--- src/rtl/clc_defines.svh ---
// Register offsets, field positions, reset values and term indices of the logic cell.
`ifndef CLC_DEFINES_SVH
`define CLC_DEFINES_SVH
`define CLC_ADDR_W        8
`define CLC_OFS_SOP_CTRL  8'h00
`define CLC_OFS_LUT_CTRL  8'h04
`define CLC_OFS_LUT_TABLE 8'h08
`define CLC_OFS_IO_CTRL   8'h0C
`define CLC_OFS_TERM0     8'h10
`define CLC_TERM_SPAN     8'h14
`define CLC_OFS_STATUS    8'h24
`define CLC_TERM_REGS     5
`define CLC_TERM_W        16
`define CLC_MASK_W        8
`define CLC_N_IO          4
`define CLC_IOCFG_W       8
`define CLC_SCFG_W        11
`define CLC_SOP_INV_BIT   16
`define CLC_SOP_STEAL_BIT 17
`define CLC_LUT_CARRY_BIT 16
`define CLC_LUT_CASC_BIT  17
`define CLC_LUT_COR_BIT   18
`define CLC_LUT_SEL_LSB   19
`define CLC_LUT_SEL_W     3
`define CLC_PT_SUMS       4
`define CLC_PT_CLK        4
`define CLC_PT_CLR        5
`define CLC_PT_PRE        6
`define CLC_PT_ENA        7
`define CLC_PT_OE         8
`define CLC_RST_CTRL      32'h0000_0001
`define CLC_RST_IO        32'h0000_0000
`define CLC_RST_TABLE     16'h0000
`define CLC_RST_TERM      32'h0000_0000
`define CLC_RESP_OKAY     2'h0
`define CLC_RESP_SLVERR   2'h2
`endif

--- src/rtl/clc_pkg.sv ---
// Types shared by the logic cell modules.
package clc_pkg;
  typedef enum logic [1:0] {CLC_CK_GPIN, CLC_CK_PIN, CLC_CK_INT, CLC_CK_RSVD} clc_ck_src_t;
  typedef enum logic [1:0] {CLC_IO_IN, CLC_IO_OUT, CLC_IO_BIDIR, CLC_IO_OFF} clc_io_mode_t;
  typedef enum logic [1:0] {CLC_OE_TERM, CLC_OE_DED, CLC_OE_PIN, CLC_OE_LOGIC} clc_oe_src_t;
  typedef struct packed {
    logic        ena_inv;
    logic        pre_inv;
    logic        clr_inv;
    logic        ena_use;
    logic        falling;
    logic [1:0]  clk_pin;
    clc_ck_src_t clk_src;
    logic        latch;
    logic        bypass;
  } clc_scfg_t;
  typedef struct packed {
    logic         reg_en;
    logic         out_lut;
    logic [1:0]   oe_pin;
    clc_oe_src_t  oe_src;
    clc_io_mode_t mode;
  } clc_iocfg_t;
endpackage : clc_pkg

--- src/rtl/clc_sop.sv ---
// Product-term array, OR sum with borrowed term and output XOR.
`timescale 1ns/100ps
module clc_sop
  import clc_pkg::*;
#(
  parameter int NI = 8,
  parameter int NT = 9,
  parameter int NS = 4
) (
  input  wire logic [NI-1:0]         arr_in,
  input  wire logic [NT-1:0][NI-1:0] tmask,
  input  wire logic [NT-1:0][NI-1:0] cmask,
  input  wire logic                  exp_in,
  input  wire logic                  invert,
  output logic      [NT-1:0]         pterm,
  output logic                       sum_y
);
  always_comb begin
    for (int t = 0; t < NT; t++) begin
      // A term with no connections reads zero so it never pollutes the sum.
      pterm[t] = (|(tmask[t] | cmask[t])) && (&(~tmask[t] | arr_in))
                 && (&(~cmask[t] | ~arr_in));
    end
    sum_y = ((|pterm[NS-1:0]) | exp_in) ^ invert;
  end
endmodule : clc_sop

--- src/rtl/clc_store.sv ---
// Programmable storage element: edge flipflop, flow-through latch or bypass.
`timescale 1ns/100ps
module clc_store
  import clc_pkg::*;
(
  input  wire logic aclk,
  input  wire logic aresetn,
  input  wire logic d,
  input  wire logic ck,
  input  wire logic ena,
  input  wire logic latch,
  input  wire logic bypass,
  input  wire logic clr,
  input  wire logic pre,
  output logic      q,
  output logic      y
);
  typedef struct packed {
    logic ck_prev;
    logic q;
  } clc_store_st_t;

  clc_store_st_t st_reg;
  clc_store_st_t st_next;

  // The cell clock is a sampled level, so it must stay below half the bus clock rate.
  always_comb begin
    st_next = st_reg;
    st_next.ck_prev = ck;
    if (clr) begin
      st_next.q = 1'b0;
    end else if (pre) begin
      st_next.q = 1'b1;
    end else if (latch) begin
      if (ck && ena) begin
        st_next.q = d;
      end
    end else if (ck && !st_reg.ck_prev && ena) begin
      st_next.q = d;
    end
  end

  always_ff @(posedge aclk) begin
    if (!aresetn) begin
      st_reg <= '0;
    end else begin
      st_reg <= st_next;
    end
  end

  // Unless bypass is set, clear and preset also force the output at once, without waiting for any edge.
  always_comb begin
    if (bypass) begin
      y = d;
    end else if (clr) begin
      y = 1'b0;
    end else if (pre) begin
      y = 1'b1;
    end else if (latch && ck && ena) begin
      y = d;
    end else begin
      y = st_reg.q;
    end
  end

  assign q = st_reg.q;
endmodule : clc_store

--- src/rtl/clc_top.sv ---
// Configurable logic cell top: AXI4-Lite registers, both cell variants and pin control.
//
// The placing of the registers and the AXI4-Lite slave port are this design's own decisions.
`timescale 1ns/100ps
`include "clc_defines.svh"
module clc_top
  import clc_pkg::*;
(
  input  wire logic                     aclk,
  input  wire logic                     aresetn,
  input  wire logic [`CLC_ADDR_W-1:0]   s_axi_awaddr,
  input  wire logic                     s_axi_awvalid,
  output logic                          s_axi_awready,
  input  wire logic [31:0]              s_axi_wdata,
  input  wire logic [3:0]               s_axi_wstrb,
  input  wire logic                     s_axi_wvalid,
  output logic                          s_axi_wready,
  output logic [1:0]                    s_axi_bresp,
  output logic                          s_axi_bvalid,
  input  wire logic                     s_axi_bready,
  input  wire logic [`CLC_ADDR_W-1:0]   s_axi_araddr,
  input  wire logic                     s_axi_arvalid,
  output logic                          s_axi_arready,
  output logic [31:0]                   s_axi_rdata,
  output logic [1:0]                    s_axi_rresp,
  output logic                          s_axi_rvalid,
  input  wire logic                     s_axi_rready,
  input  wire logic                     gclk_pin,
  input  wire logic [3:0]               ded_in,
  input  wire logic [`CLC_N_IO-1:0]     io_in,
  output logic      [`CLC_N_IO-1:0]     io_out,
  output logic      [`CLC_N_IO-1:0]     io_oe_n,
  input  wire logic                     exp_in,
  output logic                          exp_out,
  input  wire logic                     carry_in,
  output logic                          carry_out,
  input  wire logic                     casc_in,
  output logic                          casc_out
);
  localparam int NI = 8;
  localparam int NT = 2 * `CLC_TERM_REGS - 1;

  typedef struct packed {
    logic [31:0]                     sop_ctrl;
    logic [31:0]                     lut_ctrl;
    logic [15:0]                     lut_tab;
    logic [31:0]                     io_ctrl;
    logic [`CLC_TERM_REGS-1:0][31:0] term;
    logic                            gclk_prev;
    logic [`CLC_N_IO-1:0]            pin_in_q;
    logic [`CLC_N_IO-1:0]            pin_out_q;
    logic                            bvalid;
    logic [1:0]                      bresp;
    logic                            rvalid;
    logic [1:0]                      rresp;
    logic [31:0]                     rdata;
  } clc_top_st_t;

  clc_top_st_t                 st_reg;
  clc_top_st_t                 st_next;
  clc_scfg_t                   sop_cfg;
  clc_scfg_t                   lut_cfg;
  clc_iocfg_t [`CLC_N_IO-1:0]  io_cfg;
  logic [NI-1:0]               arr_in;
  logic [NT-1:0][NI-1:0]       tmask;
  logic [NT-1:0][NI-1:0]       cmask;
  logic [NT-1:0]               pterm;
  logic                        sop_sum;
  logic                        sop_q;
  logic                        sop_y;
  logic                        sop_ck;
  logic                        sop_ena;
  logic                        lut_o;
  logic                        lut_q;
  logic                        lut_y;
  logic                        lut_ck;
  logic                        lut_ena;
  logic                        lut_clr;
  logic                        lut_pre;
  logic                        carry_mode;
  logic [3:0]                  ld;
  logic [`CLC_N_IO-1:0]        pin_fb;
  logic [`CLC_N_IO-1:0]        cell_pin;
  logic [`CLC_N_IO-1:0]        oe_sig;
  logic                        gclk_rise;
  logic                        wr_go;
  logic                        rd_go;
  logic [`CLC_ADDR_W-1:0]      woff;
  logic [`CLC_ADDR_W-1:0]      roff;
  logic [`CLC_ADDR_W-1:0]      wterm;
  logic [`CLC_ADDR_W-1:0]      rterm;
  logic [31:0]                 status;

  function automatic logic [31:0] clc_wr(input logic [31:0] old,
                                         input logic [31:0] dat,
                                         input logic [3:0]  strb);
    logic [31:0] res;
    res = old;
    for (int b = 0; b < 4; b++) begin
      if (strb[b]) begin
        res[8*b +: 8] = dat[8*b +: 8];
      end
    end
    return res;
  endfunction : clc_wr

  assign sop_cfg    = clc_scfg_t'(st_reg.sop_ctrl[`CLC_SCFG_W-1:0]);
  assign lut_cfg    = clc_scfg_t'(st_reg.lut_ctrl[`CLC_SCFG_W-1:0]);
  assign carry_mode = st_reg.lut_ctrl[`CLC_LUT_CARRY_BIT];
  assign gclk_rise  = gclk_pin && !st_reg.gclk_prev;

  // Cell outputs return through their own path, so a pin stays free as an input.
  assign arr_in = {lut_q, sop_q, ded_in[1:0], pin_fb};

  always_comb begin
    for (int t = 0; t < NT; t++) begin
      tmask[t] = st_reg.term[t/2][`CLC_TERM_W*(t%2) +: `CLC_MASK_W];
      cmask[t] = st_reg.term[t/2][`CLC_TERM_W*(t%2)+`CLC_MASK_W +: `CLC_MASK_W];
    end
  end

  clc_sop #(
    .NI (NI),
    .NT (NT),
    .NS (`CLC_PT_SUMS)
  ) u_sop (
    .arr_in (arr_in),
    .tmask  (tmask),
    .cmask  (cmask),
    .exp_in (exp_in && st_reg.sop_ctrl[`CLC_SOP_STEAL_BIT]),
    .invert (st_reg.sop_ctrl[`CLC_SOP_INV_BIT]),
    .pterm  (pterm),
    .sum_y  (sop_sum)
  );

  // The last sum term is always offered to the neighbouring cell.
  assign exp_out = pterm[`CLC_PT_SUMS-1];

  always_comb begin
    unique case (sop_cfg.clk_src)
      CLC_CK_GPIN: sop_ck = gclk_pin;
      CLC_CK_PIN:  sop_ck = io_in[sop_cfg.clk_pin];
      CLC_CK_INT:  sop_ck = pterm[`CLC_PT_CLK] ^ sop_cfg.falling;
      CLC_CK_RSVD: sop_ck = 1'b0;
    endcase
    sop_ena = !sop_cfg.ena_use || pterm[`CLC_PT_ENA];
    unique case (lut_cfg.clk_src)
      CLC_CK_GPIN: lut_ck = gclk_pin ^ lut_cfg.falling;
      CLC_CK_PIN:  lut_ck = io_in[lut_cfg.clk_pin] ^ lut_cfg.falling;
      CLC_CK_INT:  lut_ck = pterm[`CLC_PT_CLK] ^ lut_cfg.falling;
      CLC_CK_RSVD: lut_ck = 1'b0;
    endcase
    lut_clr = ded_in[2] ^ lut_cfg.clr_inv;
    lut_pre = ded_in[3] ^ lut_cfg.pre_inv;
    lut_ena = !lut_cfg.ena_use || (ded_in[1] ^ lut_cfg.ena_inv);
  end

  clc_store u_sop_ff (
    .aclk    (aclk),
    .aresetn (aresetn),
    .d       (sop_sum),
    .ck      (sop_ck),
    .ena     (sop_ena),
    .latch   (sop_cfg.latch),
    .bypass  (sop_cfg.bypass),
    .clr     (pterm[`CLC_PT_CLR]),
    .pre     (pterm[`CLC_PT_PRE]),
    .q       (sop_q),
    .y       (sop_y)
  );

  always_comb begin
    for (int k = 0; k < 4; k++) begin
      ld[k] = arr_in[st_reg.lut_ctrl[`CLC_LUT_SEL_LSB + `CLC_LUT_SEL_W*k +: `CLC_LUT_SEL_W]];
    end
    // In arithmetic mode the third table input carries the incoming carry.
    if (carry_mode) begin
      ld[2] = carry_in;
    end
    lut_o = st_reg.lut_tab[ld];
    carry_out = carry_mode && ((ld[0] && ld[1]) || (ld[0] && carry_in)
                || (ld[1] && carry_in));
    if (!st_reg.lut_ctrl[`CLC_LUT_CASC_BIT]) begin
      casc_out = lut_o;
    end else if (st_reg.lut_ctrl[`CLC_LUT_COR_BIT]) begin
      casc_out = lut_o || casc_in;
    end else begin
      casc_out = lut_o && casc_in;
    end
  end

  // The small cell has no latch mode; only the sum-of-products storage offers it.
  clc_store u_lut_ff (
    .aclk    (aclk),
    .aresetn (aresetn),
    .d       (casc_out),
    .ck      (lut_ck),
    .ena     (lut_ena),
    .latch   (1'b0),
    .bypass  (lut_cfg.bypass),
    .clr     (lut_clr),
    .pre     (lut_pre),
    .q       (lut_q),
    .y       (lut_y)
  );

  always_comb begin
    for (int i = 0; i < `CLC_N_IO; i++) begin
      io_cfg[i]   = clc_iocfg_t'(st_reg.io_ctrl[`CLC_IOCFG_W*i +: `CLC_IOCFG_W]);
      cell_pin[i] = io_cfg[i].out_lut ? lut_y : sop_y;
      pin_fb[i]   = (io_cfg[i].reg_en && io_cfg[i].mode == CLC_IO_IN) ? st_reg.pin_in_q[i]
                    : io_in[i];
      io_out[i]   = io_cfg[i].reg_en ? st_reg.pin_out_q[i] : cell_pin[i];
      unique case (io_cfg[i].oe_src)
        CLC_OE_TERM:  oe_sig[i] = pterm[`CLC_PT_OE];
        CLC_OE_DED:   oe_sig[i] = ded_in[0];
        CLC_OE_PIN:   oe_sig[i] = io_in[io_cfg[i].oe_pin];
        CLC_OE_LOGIC: oe_sig[i] = lut_y;
      endcase
      unique case (io_cfg[i].mode)
        CLC_IO_OUT:   io_oe_n[i] = 1'b0;
        CLC_IO_BIDIR: io_oe_n[i] = !oe_sig[i];
        CLC_IO_IN:    io_oe_n[i] = 1'b1;
        CLC_IO_OFF:   io_oe_n[i] = 1'b1;
      endcase
    end
  end

  assign status = {22'h0, casc_out, carry_out, io_in, lut_y, sop_y, lut_q, sop_q};

  // Address and data are taken together, which keeps the slave free of a skid buffer.
  assign s_axi_awready = s_axi_awvalid && s_axi_wvalid && !st_reg.bvalid;
  assign s_axi_wready  = s_axi_awready;
  assign s_axi_arready = !st_reg.rvalid;
  assign wr_go         = s_axi_awready;
  assign rd_go         = s_axi_arvalid && s_axi_arready;
  assign woff          = {s_axi_awaddr[`CLC_ADDR_W-1:2], 2'b00};
  assign roff          = {s_axi_araddr[`CLC_ADDR_W-1:2], 2'b00};
  assign wterm         = woff - `CLC_OFS_TERM0;
  assign rterm         = roff - `CLC_OFS_TERM0;

  always_comb begin
    st_next = st_reg;
    st_next.gclk_prev = gclk_pin;
    if (gclk_rise) begin
      st_next.pin_in_q  = io_in;
      st_next.pin_out_q = cell_pin;
    end
    if (wr_go) begin
      st_next.bvalid = 1'b1;
      st_next.bresp  = `CLC_RESP_OKAY;
      if (woff == `CLC_OFS_SOP_CTRL) begin
        st_next.sop_ctrl = clc_wr(st_reg.sop_ctrl, s_axi_wdata, s_axi_wstrb);
      end else if (woff == `CLC_OFS_LUT_CTRL) begin
        st_next.lut_ctrl = clc_wr(st_reg.lut_ctrl, s_axi_wdata, s_axi_wstrb);
      end else if (woff == `CLC_OFS_LUT_TABLE) begin
        st_next.lut_tab = 16'(clc_wr({16'h0, st_reg.lut_tab}, s_axi_wdata,
                                     s_axi_wstrb));
      end else if (woff == `CLC_OFS_IO_CTRL) begin
        st_next.io_ctrl = clc_wr(st_reg.io_ctrl, s_axi_wdata, s_axi_wstrb);
      end else if (wterm < `CLC_TERM_SPAN) begin
        st_next.term[wterm[4:2]] = clc_wr(st_reg.term[wterm[4:2]], s_axi_wdata,
                                          s_axi_wstrb);
      end else if (woff != `CLC_OFS_STATUS) begin
        st_next.bresp = `CLC_RESP_SLVERR;
      end
    end else if (st_reg.bvalid && s_axi_bready) begin
      st_next.bvalid = 1'b0;
    end
    if (rd_go) begin
      st_next.rvalid = 1'b1;
      st_next.rresp  = `CLC_RESP_OKAY;
      st_next.rdata  = 32'h0000_0000;
      if (roff == `CLC_OFS_SOP_CTRL) begin
        st_next.rdata = st_reg.sop_ctrl;
      end else if (roff == `CLC_OFS_LUT_CTRL) begin
        st_next.rdata = st_reg.lut_ctrl;
      end else if (roff == `CLC_OFS_LUT_TABLE) begin
        st_next.rdata = {16'h0, st_reg.lut_tab};
      end else if (roff == `CLC_OFS_IO_CTRL) begin
        st_next.rdata = st_reg.io_ctrl;
      end else if (rterm < `CLC_TERM_SPAN) begin
        st_next.rdata = st_reg.term[rterm[4:2]];
      end else if (roff == `CLC_OFS_STATUS) begin
        st_next.rdata = status;
      end else begin
        st_next.rresp = `CLC_RESP_SLVERR;
      end
    end else if (st_reg.rvalid && s_axi_rready) begin
      st_next.rvalid = 1'b0;
    end
  end

  always_ff @(posedge aclk) begin
    if (!aresetn) begin
      st_reg          <= '0;
      st_reg.sop_ctrl <= `CLC_RST_CTRL;
      st_reg.lut_ctrl <= `CLC_RST_CTRL;
      st_reg.lut_tab  <= `CLC_RST_TABLE;
      st_reg.io_ctrl  <= `CLC_RST_IO;
      st_reg.term     <= {`CLC_TERM_REGS{`CLC_RST_TERM}};
    end else begin
      st_reg <= st_next;
    end
  end

  assign s_axi_bvalid = st_reg.bvalid;
  assign s_axi_bresp  = st_reg.bresp;
  assign s_axi_rvalid = st_reg.rvalid;
  assign s_axi_rresp  = st_reg.rresp;
  assign s_axi_rdata  = st_reg.rdata;
endmodule : clc_top
--- config.mk ---
export PLATFORM = sky130hd
export DESIGN_NAME = clc_top
export DESIGN_NICKNAME = d
export VERILOG_FILES = /design/src/rtl/clc_pkg.sv /design/src/rtl/clc_sop.sv /design/src/rtl/clc_store.sv /design/src/rtl/clc_top.sv
export VERILOG_INCLUDE_DIRS = /design/src /design/src/rtl
export SDC_FILE = /design/constraint.sdc
export NUM_CORES = 1
export LEC_CHECK = 0
export BUFFER_PORTS_ARGS = -buffer_cell sky130_fd_sc_hd__clkbuf_2
export CORE_MARGIN = 2
export CORE_UTILIZATION = 40
export CTS_CLUSTER_SIZE = 30
export DETAILED_ROUTE_END_ITERATION = 7
export PLACE_DENSITY = 0.66
export SLEW_MARGIN = 20
export SYNTH_ARGS = -nofsm -noshare
export SYNTH_HDL_FRONTEND = slang
export SYNTH_SLANG_ARGS = --single-unit
--- constraint.sdc ---
create_clock -name aclk -period 10 [get_ports aclk]
set_clock_uncertainty 0.2 [all_clocks]
set_input_delay 2 -clock aclk [delete_from_list [all_inputs] [get_ports aclk]]
set_output_delay 2 -clock aclk [all_outputs]
set_load 0.02 [all_outputs]
* Word level (Yosys, flattened, before mapping)
Index checks and enable logic that the tools add are counted.
Storage, ports and cells: bits in registers 323, bits in latches 0, bits in writable memories 0, bits in read-only memories 0, input port bits 71, output and inout bits 52, memories kept 0
Cells by class: add/sub/neg operators 2, $mul 0, div/mod/pow operators 0, $lt $le $gt $ge 16, equality and inequality tests 39, shifts and indexed selects 0, mux-type cells 117, bitwise operators 60, reductions and logical operators 124
Operators with widths (number):
- 2-to-1 mux 32 bit | 8
- 2-to-1 mux 8 bit | 28
- bitwise OR 8 bit | 27
- binary-select mux 32 bit (select 3 bit) | 2
- bitwise mux 160 bit | 1
- NOT 8 bit | 19
- AND reduction 8 bit | 18
- demux 32 bit (select 3 bit) | 1
- OR reduction 8 bit | 9
- 2-to-1 mux 1 bit | 43
- logical AND 1 bit | 42
- == test 2 bit, second input constant | 20
- AND reduction 6 bit | 5
- == test 6 x 2 -> 1 bit, second input constant | 4
- < comparator 3 x 4 -> 1 bit, second input constant | 6
- 2-to-1 mux 2 bit | 12
- one-hot mux 1 bit (4 select lines) | 6
- == test 2 x 1 -> 1 bit, second input constant | 10
- logical NOT 2 bit | 10
- < comparator 2 x 3 -> 1 bit, second input constant | 6
- logical NOT 8 bit | 2
- < comparator 8 x 5 -> 1 bit, second input constant | 2
- AND reduction 4 bit | 4
- subtractor 8 x 5 -> 8 bit, second input constant | 2
- 23 further kinds | 71

* Logic depth before layout (Yosys ltp)
Gate-level depths: netlist (run 1).
word-level depth 21, depth in mapped cells 14, depth with buffers taken out 12

* By module
From an unflattened synthesis (run 1), not the netlist that was laid out.
Second synthesis, totals: cell total of the unflattened synthesis 2114, area total of the unflattened synthesis 18645.4 sq um
Modules (own cells, without submodules):
- clc_top | times used 1, cells an instance 1932, area an instance 17091.4 sq um, seq. area each 6346.1 sq um
- clc_sop | times used 1, cells an instance 156, area an instance 1296.2 sq um, seq. area each 0.0 sq um
- clc_store | times used 2, cells an instance 13, area an instance 128.9 sq um, seq. area each 40.0 sq um

* Worst setup path before layout (run 1)
No wires, ideal clock.
path kind in2out, from in ded_in[1], to out io_out[0], data arrival time 4583 ps, path slack 3217 ps, cell stages on the path 10, cell sequence clkbuf_1 buf_2 mux4_2 a21oi_1 a32oi_1 a311oi_1 a22oi_2 a21oi_2 nor3_4 o311ai_1
Between the ends: cells in the longest elaborated chain, start to end 14
RTL lines:
- start: declaration | RTL line clc_top.sv:29 | input wire logic [3:0] ded_in,
- branches (longest 12 deep; another with binary-select mux 1 bit (select 4 bit))
- 2-to-1 mux 1 bit (*) | RTL line clc_top.sv:210 | cell_pin[i] = io_cfg[i].out_lut ? lut_y : sop_y;
- 2-to-1 mux 1 bit (*) | RTL line clc_top.sv:213 | io_out[i] = io_cfg[i].reg_en ? st_reg.pin_out_q[i] : cell_pin[i];
- end: declaration | RTL line clc_top.sv:31 | output logic [`CLC_N_IO-1:0] io_out,
Mark *: on every way between the ends. The select of a mux whose other input is x is not followed.

* Final worst setup path (run 1)
from in io_in[1], to out io_out[0]
Between the ends: cells in the longest elaborated chain, start to end 15
RTL lines:
- start: declaration | RTL line clc_top.sv:30 | input wire logic [`CLC_N_IO-1:0] io_in,
- branches (longest 13 deep; another with binary-select mux 1 bit (select 4 bit))
- 2-to-1 mux 1 bit (*) | RTL line clc_top.sv:210
- 2-to-1 mux 1 bit (*) | RTL line clc_top.sv:213
Marks and branches as above.

==> results of run 1 <==
cell families (layout without fill, tap and decap cells):
| family | Yosys count | in the layout |
|---|---|---|
| AOI/OAI and AO/OA | 641 | 641 |
| xor gates and xnor gates | 9 | 9 |
| adders and majority gates | 21 | 21 |
| buffers and inverters | 246 | 249 |
| DFF | 321 | 321 |
| muxes | 151 | 151 |
| other | 1 | 3 |
| and+or+nand+nor | 932 | 932 |
metal layers:
layer  GRT usage  wire, um  up-vias
met5           0         0        -
met4       0.137      3690        0
met3      0.0531      8060      254
met2       0.470     32800     1340
met1       0.404     28700     8965
li1            -         -     8346
critical path: cells and delay by family:
kind	cells	cell delay, ps
buffers and inverters	2	480
AOI/OAI and AO/OA	5	2130
and+or+nand+nor	3	830
muxes	1	400
Yosys cell counts, types with 6 or more instances:
library cell,n
nor3_1,35
o21bai_1,6
nor2_1,62
nand4_1,27
mux4_2,65
o211ai_1,17
nor4_1,41
o311ai_0,7
o21ai_0,80
clkbuf_1,150
o31ai_1,15
nand2b_1,16
mux2i_1,72
and4_1,8
o221ai_1,18
a22oi_1,52
nor2b_1,9
buf_2,12
dfxtp_1,321
nand2_1,555
o21a_1,6
buf_1,11
a21oi_1,324
ha_1,21
a31oi_1,7
and3_1,7
mux2_2,14
nor3b_1,6
a32oi_1,6
o31a_1,8
buf_4,37
a211o_1,11
nand3_1,142
o22ai_1,10
a221oi_1,10
a211oi_1,17
inv_1,33
worst paths after layout:
kind | endpoint | slack [ps] | start | cells past startpoint
max | io_out[0] | 1950 | io_in[1] | 11
max reg2reg | s_axi_rdata[2] | 5440 | io_cfg[16] | 11
min | s_axi_rdata[23] | 250 | s_axi_rdata[23] | 2
min reg2reg | s_axi_rdata[23] | 250 | s_axi_rdata[23] | 2
area by class of cell:
| type | count | area share |
|---|---|---|
| clock buffer | 55 | 0.0552 |
| sequential | 321 | 0.318 |
| tap | 600 | 0.0371 |
| clock inverter | 11 | 0.00421 |
| multi-input combinational | 1756 | 0.536 |
| antenna | 1 | 0.000124 |
| inverter | 33 | 0.00650 |
| timing repair buffer | 150 | 0.0425 |
metrics by stage:
stage	cell area (um2)	worst slack [ps]	power, mW	cells	utilization
finish	20200	1950	2.92	2927	0.446
global route	20200	1910	2.99	2927	0.446
CTS	20200	2100	2.92	2925	0.446
detailed placement	19000	2130	1.58	2859	0.419
global placement	19000	2190	1.57	2859	0.419
floorplan	18300	3220	1.48	2323	-
power groups by stage:
stage / clock (mW) / sequential (mW) / combinational [mW]
detailed placement: 0 / 1.32 / 0.253
CTS: 1.38 / 1.29 / 0.253
finish: 1.37 / 1.29 / 0.260
floorplan: 0 / 1.32 / 0.161
global route: 1.42 / 1.29 / 0.272
global placement: 0 / 1.32 / 0.249
==> flow_summary.toml, run 1 <==
[finish]
drive_gt1_frac = 0.139
seqCellArea_um2 = 6430
fill_cells = 4493
layout_common_cells = "554 x nand2_1, 324 x a21oi_1, 321 x dfxtp_1"
largest_reg_flops = 154
area_growth_pct = 10.4
final_common_cell = "nand2_1"
fin_nets = 2392
multi_input_comb_area_um2 = 10800

[drt]
drc_errors = 0
wl_per_cell_um = 25.0
drt_iter0_markers = 2852
vias_per_cell = 6.46
drt-total-wl_mm = 73.2
routed-via-count = 18900
ant_nets = 0
dr.pass1.iters = 6

[yosys]
ys_warn_count = 0
synth-compound-area-share = 0.216
yosys.area.top_type_share = 0.351
synth_top_area_cell = "dfxtp_1"
synth-edff-count = 0
yosys.area_share.simple = 0.226
syn_inst = 2322
syn_area_um2 = 18300
synthTopCellsByArea = "dfxtp_1 35%, nand2_1 11%, a21oi_1 8.9%, mux4_2 8.0%, mux2i_1 3.9%"
ys_ff_latch = 321
synthDistinctLibCells = 78
syn_avg_cell_area_um2 = 7.88
yosysSeqAreaShare = 0.351
synth_mux_area_frac = 0.128
synth_top_family_by_area = "simple AND/OR/NAND/NOR gates"
synthAdderAreaFrac = 0.0144
synth_flop_cell = "dfxtp_1"
async_flop_share = 0
synth_xor_area_frac = 0.00431

[worst_setup_path]
criticalPathCategory = "in -> out"
path_cells = "clkbuf_2 > a21bo_2 > nand2_1 > mux2_2 > o41ai_1 > o311ai_1 > nand2b_1 > o211ai_2 > or3_1 > o311ai_1 > clkbuf_2"
cp_data_required_time_ps = 7800
arrival_ps = 5850
cp_max_fo = 10
worstSetupStartpointType = "input port"
endpoint_kind = "output pin"
slowest_delay_ps = 900
slowest_stage = "o41ai_1"

[floorplanning]
core_area_um2 = 45300
die_h_um = 218
start_util = 0.404
dieArea_um2 = 47500
pin_count = 123
fp.dieW_um = 218
rows = 78

[global_route]
first_global_vias = 17400
overflow = 0
grt_use_total = 0.301
grt_pass1_wl_mm = 110
grt_max_degree = 139
antenna_found_initial = 1

[sta]
setup_viol = 0
max-slew-margin-rel = 0.215
setup_tns_ps = 0
holdWs_ps = 250
hold_viol = 0
finalCriticalPeriod_ps = 8050
slew_viol_final = 0
grt_setup_unrepaired = "false"
finalCritPeriodShare = 0.805
worst_pin_slew_ps = 1180
max_clock_freq_mhz = 124

[place]
dpl.hpwl_mm = 49.0
gp_congestion = 0.989
port_buffers = 116

[clocking]
cts_tree = "built"
cts_made_buffers = 38
cts_buffer_depth = 3
hold_buffers = 0
path_clk_slew_ps = 60
cts_setup_buffers = 0
cts_htree_levels = 2
cts_sinks = 321
insertion_delay_ps = 560
cts_resized = 0
cts-root-buf = "clkbuf_16"

[flow_run]
maxCapViolCount = 0

[status]
status = "finished clean"

[pwr]
cellPowerDensity_nw_per_um2 = 145
pwr-share-clk = 0.468
p_leak_nw = 6.65
ir_worst_vdd_uv = 148
net-switching-power_uw = 786
seq_power_share = 0.443
p_comb_frac = 0.089
internal_power_mw = 2.14
switching_share = 0.269

[min_path]
hold_path.class = "reg -> reg"
(Power assumes the default switching activity.)
==> inputs of run 2 (changes only) <==
- clock period: 10 -> 8.18 ns (I/O delays scaled with it)
==> flow_summary.toml, run 2 (synthesis results as in run 1) <==
[worst_setup_path]
ff2ff_path_depth = 12
r2r_setup_slack_ps = 3880
worstSetupStartpointType = "input port"
r2r_end = "s_axi_rdata[2]"
arrival_ps = 5220
cp_max_fo = 18
criticalPathCategory = "in -> out"
endpoint_kind = "output pin"
cp_data_required_time_ps = 6340
r2r-start = "io_cfg[17]"

[finish]
layout_common_cells = "554 x nand2_1, 324 x a21oi_1, 321 x dfxtp_1"
final_common_cell = "nand2_1"
stdcell_area_um2 = 20300
largest_reg_flops = 154
fin_cells = 2932
drive_gt1_frac = 0.142
fin_nets = 2400
area_growth_pct = 10.8
diodes = 0

[flow_run]
maxCapViolCount = 0

[floorplanning]
core_area_um2 = 45300
pin_count = 123
rows = 78
dieArea_um2 = 47500
die_h_um = 218
start_util = 0.404
fp.dieW_um = 218

[pwr]
seq_power_share = 0.436
internal_power_mw = 2.67
finalPower_mw = 3.63
p_leak_nw = 6.68
p_comb_frac = 0.088
net-switching-power_uw = 961
switching_share = 0.265
cellPowerDensity_nw_per_um2 = 179
pwr-share-clk = 0.476
ir_worst_vdd_uv = 144

[sta]
max_clock_freq_mhz = 142
setup_tns_ps = 0
finalCritPeriodShare = 0.863
grt_setup_unrepaired = "false"
finalCriticalPeriod_ps = 7060
hold_viol = 0
worst_pin_slew_ps = 1140
max-slew-margin-rel = 0.237
setup_viol = 0
slew_viol_final = 0
holdWs_ps = 252

[global_route]
overflow = 0
grt_max_degree = 109
antenna_found_initial = 0
grt_use_total = 0.304
first_global_vias = 17200
grt_pass1_wl_mm = 110

[drt]
routed-via-count = 18800
ant_nets = 0
drt-total-wl_mm = 73.8
wl_per_cell_um = 25.2
dr.pass1.iters = 6
drc_errors = 0
vias_per_cell = 6.40
drt_iter0_markers = 2545

[min_path]
hold_path_startpoint = "s_axi_rdata[18]"
holdPathStages = 2
holdPathEnd = "s_axi_rdata[18]"
hold_path.class = "reg -> reg"

[clocking]
cts_resized = 0
cts_setup_buffers = 0
cts_tree = "built"
cts_sinks = 321
hold_buffers = 0
cts_htree_levels = 2
path_clk_slew_ps = 60
cts_buffer_depth = 3
cts-root-buf = "clkbuf_16"
insertion_delay_ps = 570
cts_made_buffers = 39

[place]
port_buffers = 116
dpl.hpwl_mm = 50.2
dp_cells = 2867
gp_congestion = 0.976
post_dp_cell_area_um2 = 19000

[status]
status = "finished clean"
==> run 2: critical path, cell delays in order <==
cell	delay, ps
clkbuf_2	430
mux4_2	620
nor2b_1	440
nor3_1	220
a211o_1	350
a22oi_2	310
a31oi_4	240
o31ai_1	560
a21o_1	220
clkbuf_2	170
==> run 2: layout make-up <==
| type | count | area (um2) |
|---|---|---|
| clock buffer | 55 | 1120 |
| clock inverter | 10 | 115 |
| fill | 4522 | 25000 |
| inverter | 33 | 131 |
| multi-input combinational | 1756 | 10800 |
| sequential | 321 | 6430 |
| tap | 600 | 751 |
| timing repair buffer | 157 | 895 |
==> run 2: worst max path at each step <==
stage                          from    endpoint  slack, ps
after floorplan           ded_in[1]   io_out[0]       2120
after global placement    ded_in[0]  io_oe_n[0]       1270
after detailed placement  ded_in[0]  io_oe_n[0]       1200
after CTS                 ded_in[0]  io_oe_n[0]       1190
after global routing      ded_in[0]  io_oe_n[0]       1010
final                     ded_in[0]  io_oe_n[0]       1120
==> run 2: power groups by stage <==
stage	registers, mW	clock network (mW)	logic [mW]
after floorplan	1.61	0	0.196
after global placement	1.62	0	0.307
after detailed placement	1.62	0	0.312
after CTS	1.58	1.74	0.312
after global routing	1.58	1.80	0.337
final	1.58	1.73	0.321
==> run 2: through the flow <==
| stage | utilization | worst slack (ps) |
|---|---|---|
| 6_report | 0.448 | 1120 |
| 3_5_place_dp | 0.421 | 1200 |
| 3_3_place_gp | 0.420 | 1270 |
| 5_1_grt | 0.448 | 1010 |
| 2_1_floorplan | - | 2120 |
| 4_1_cts | 0.448 | 1190 |
==> run 2: routing by layer <==
metal / vias to the layer above / routed length, um / global-route usage
met1: 9032 / 29000 / 0.401
met5: - / 0 / 0
li1: 8351 / - / -
met4: 0 / 3300 / 0.122
met2: 1158 / 33600 / 0.484
met3: 218 / 7870 / 0.0674
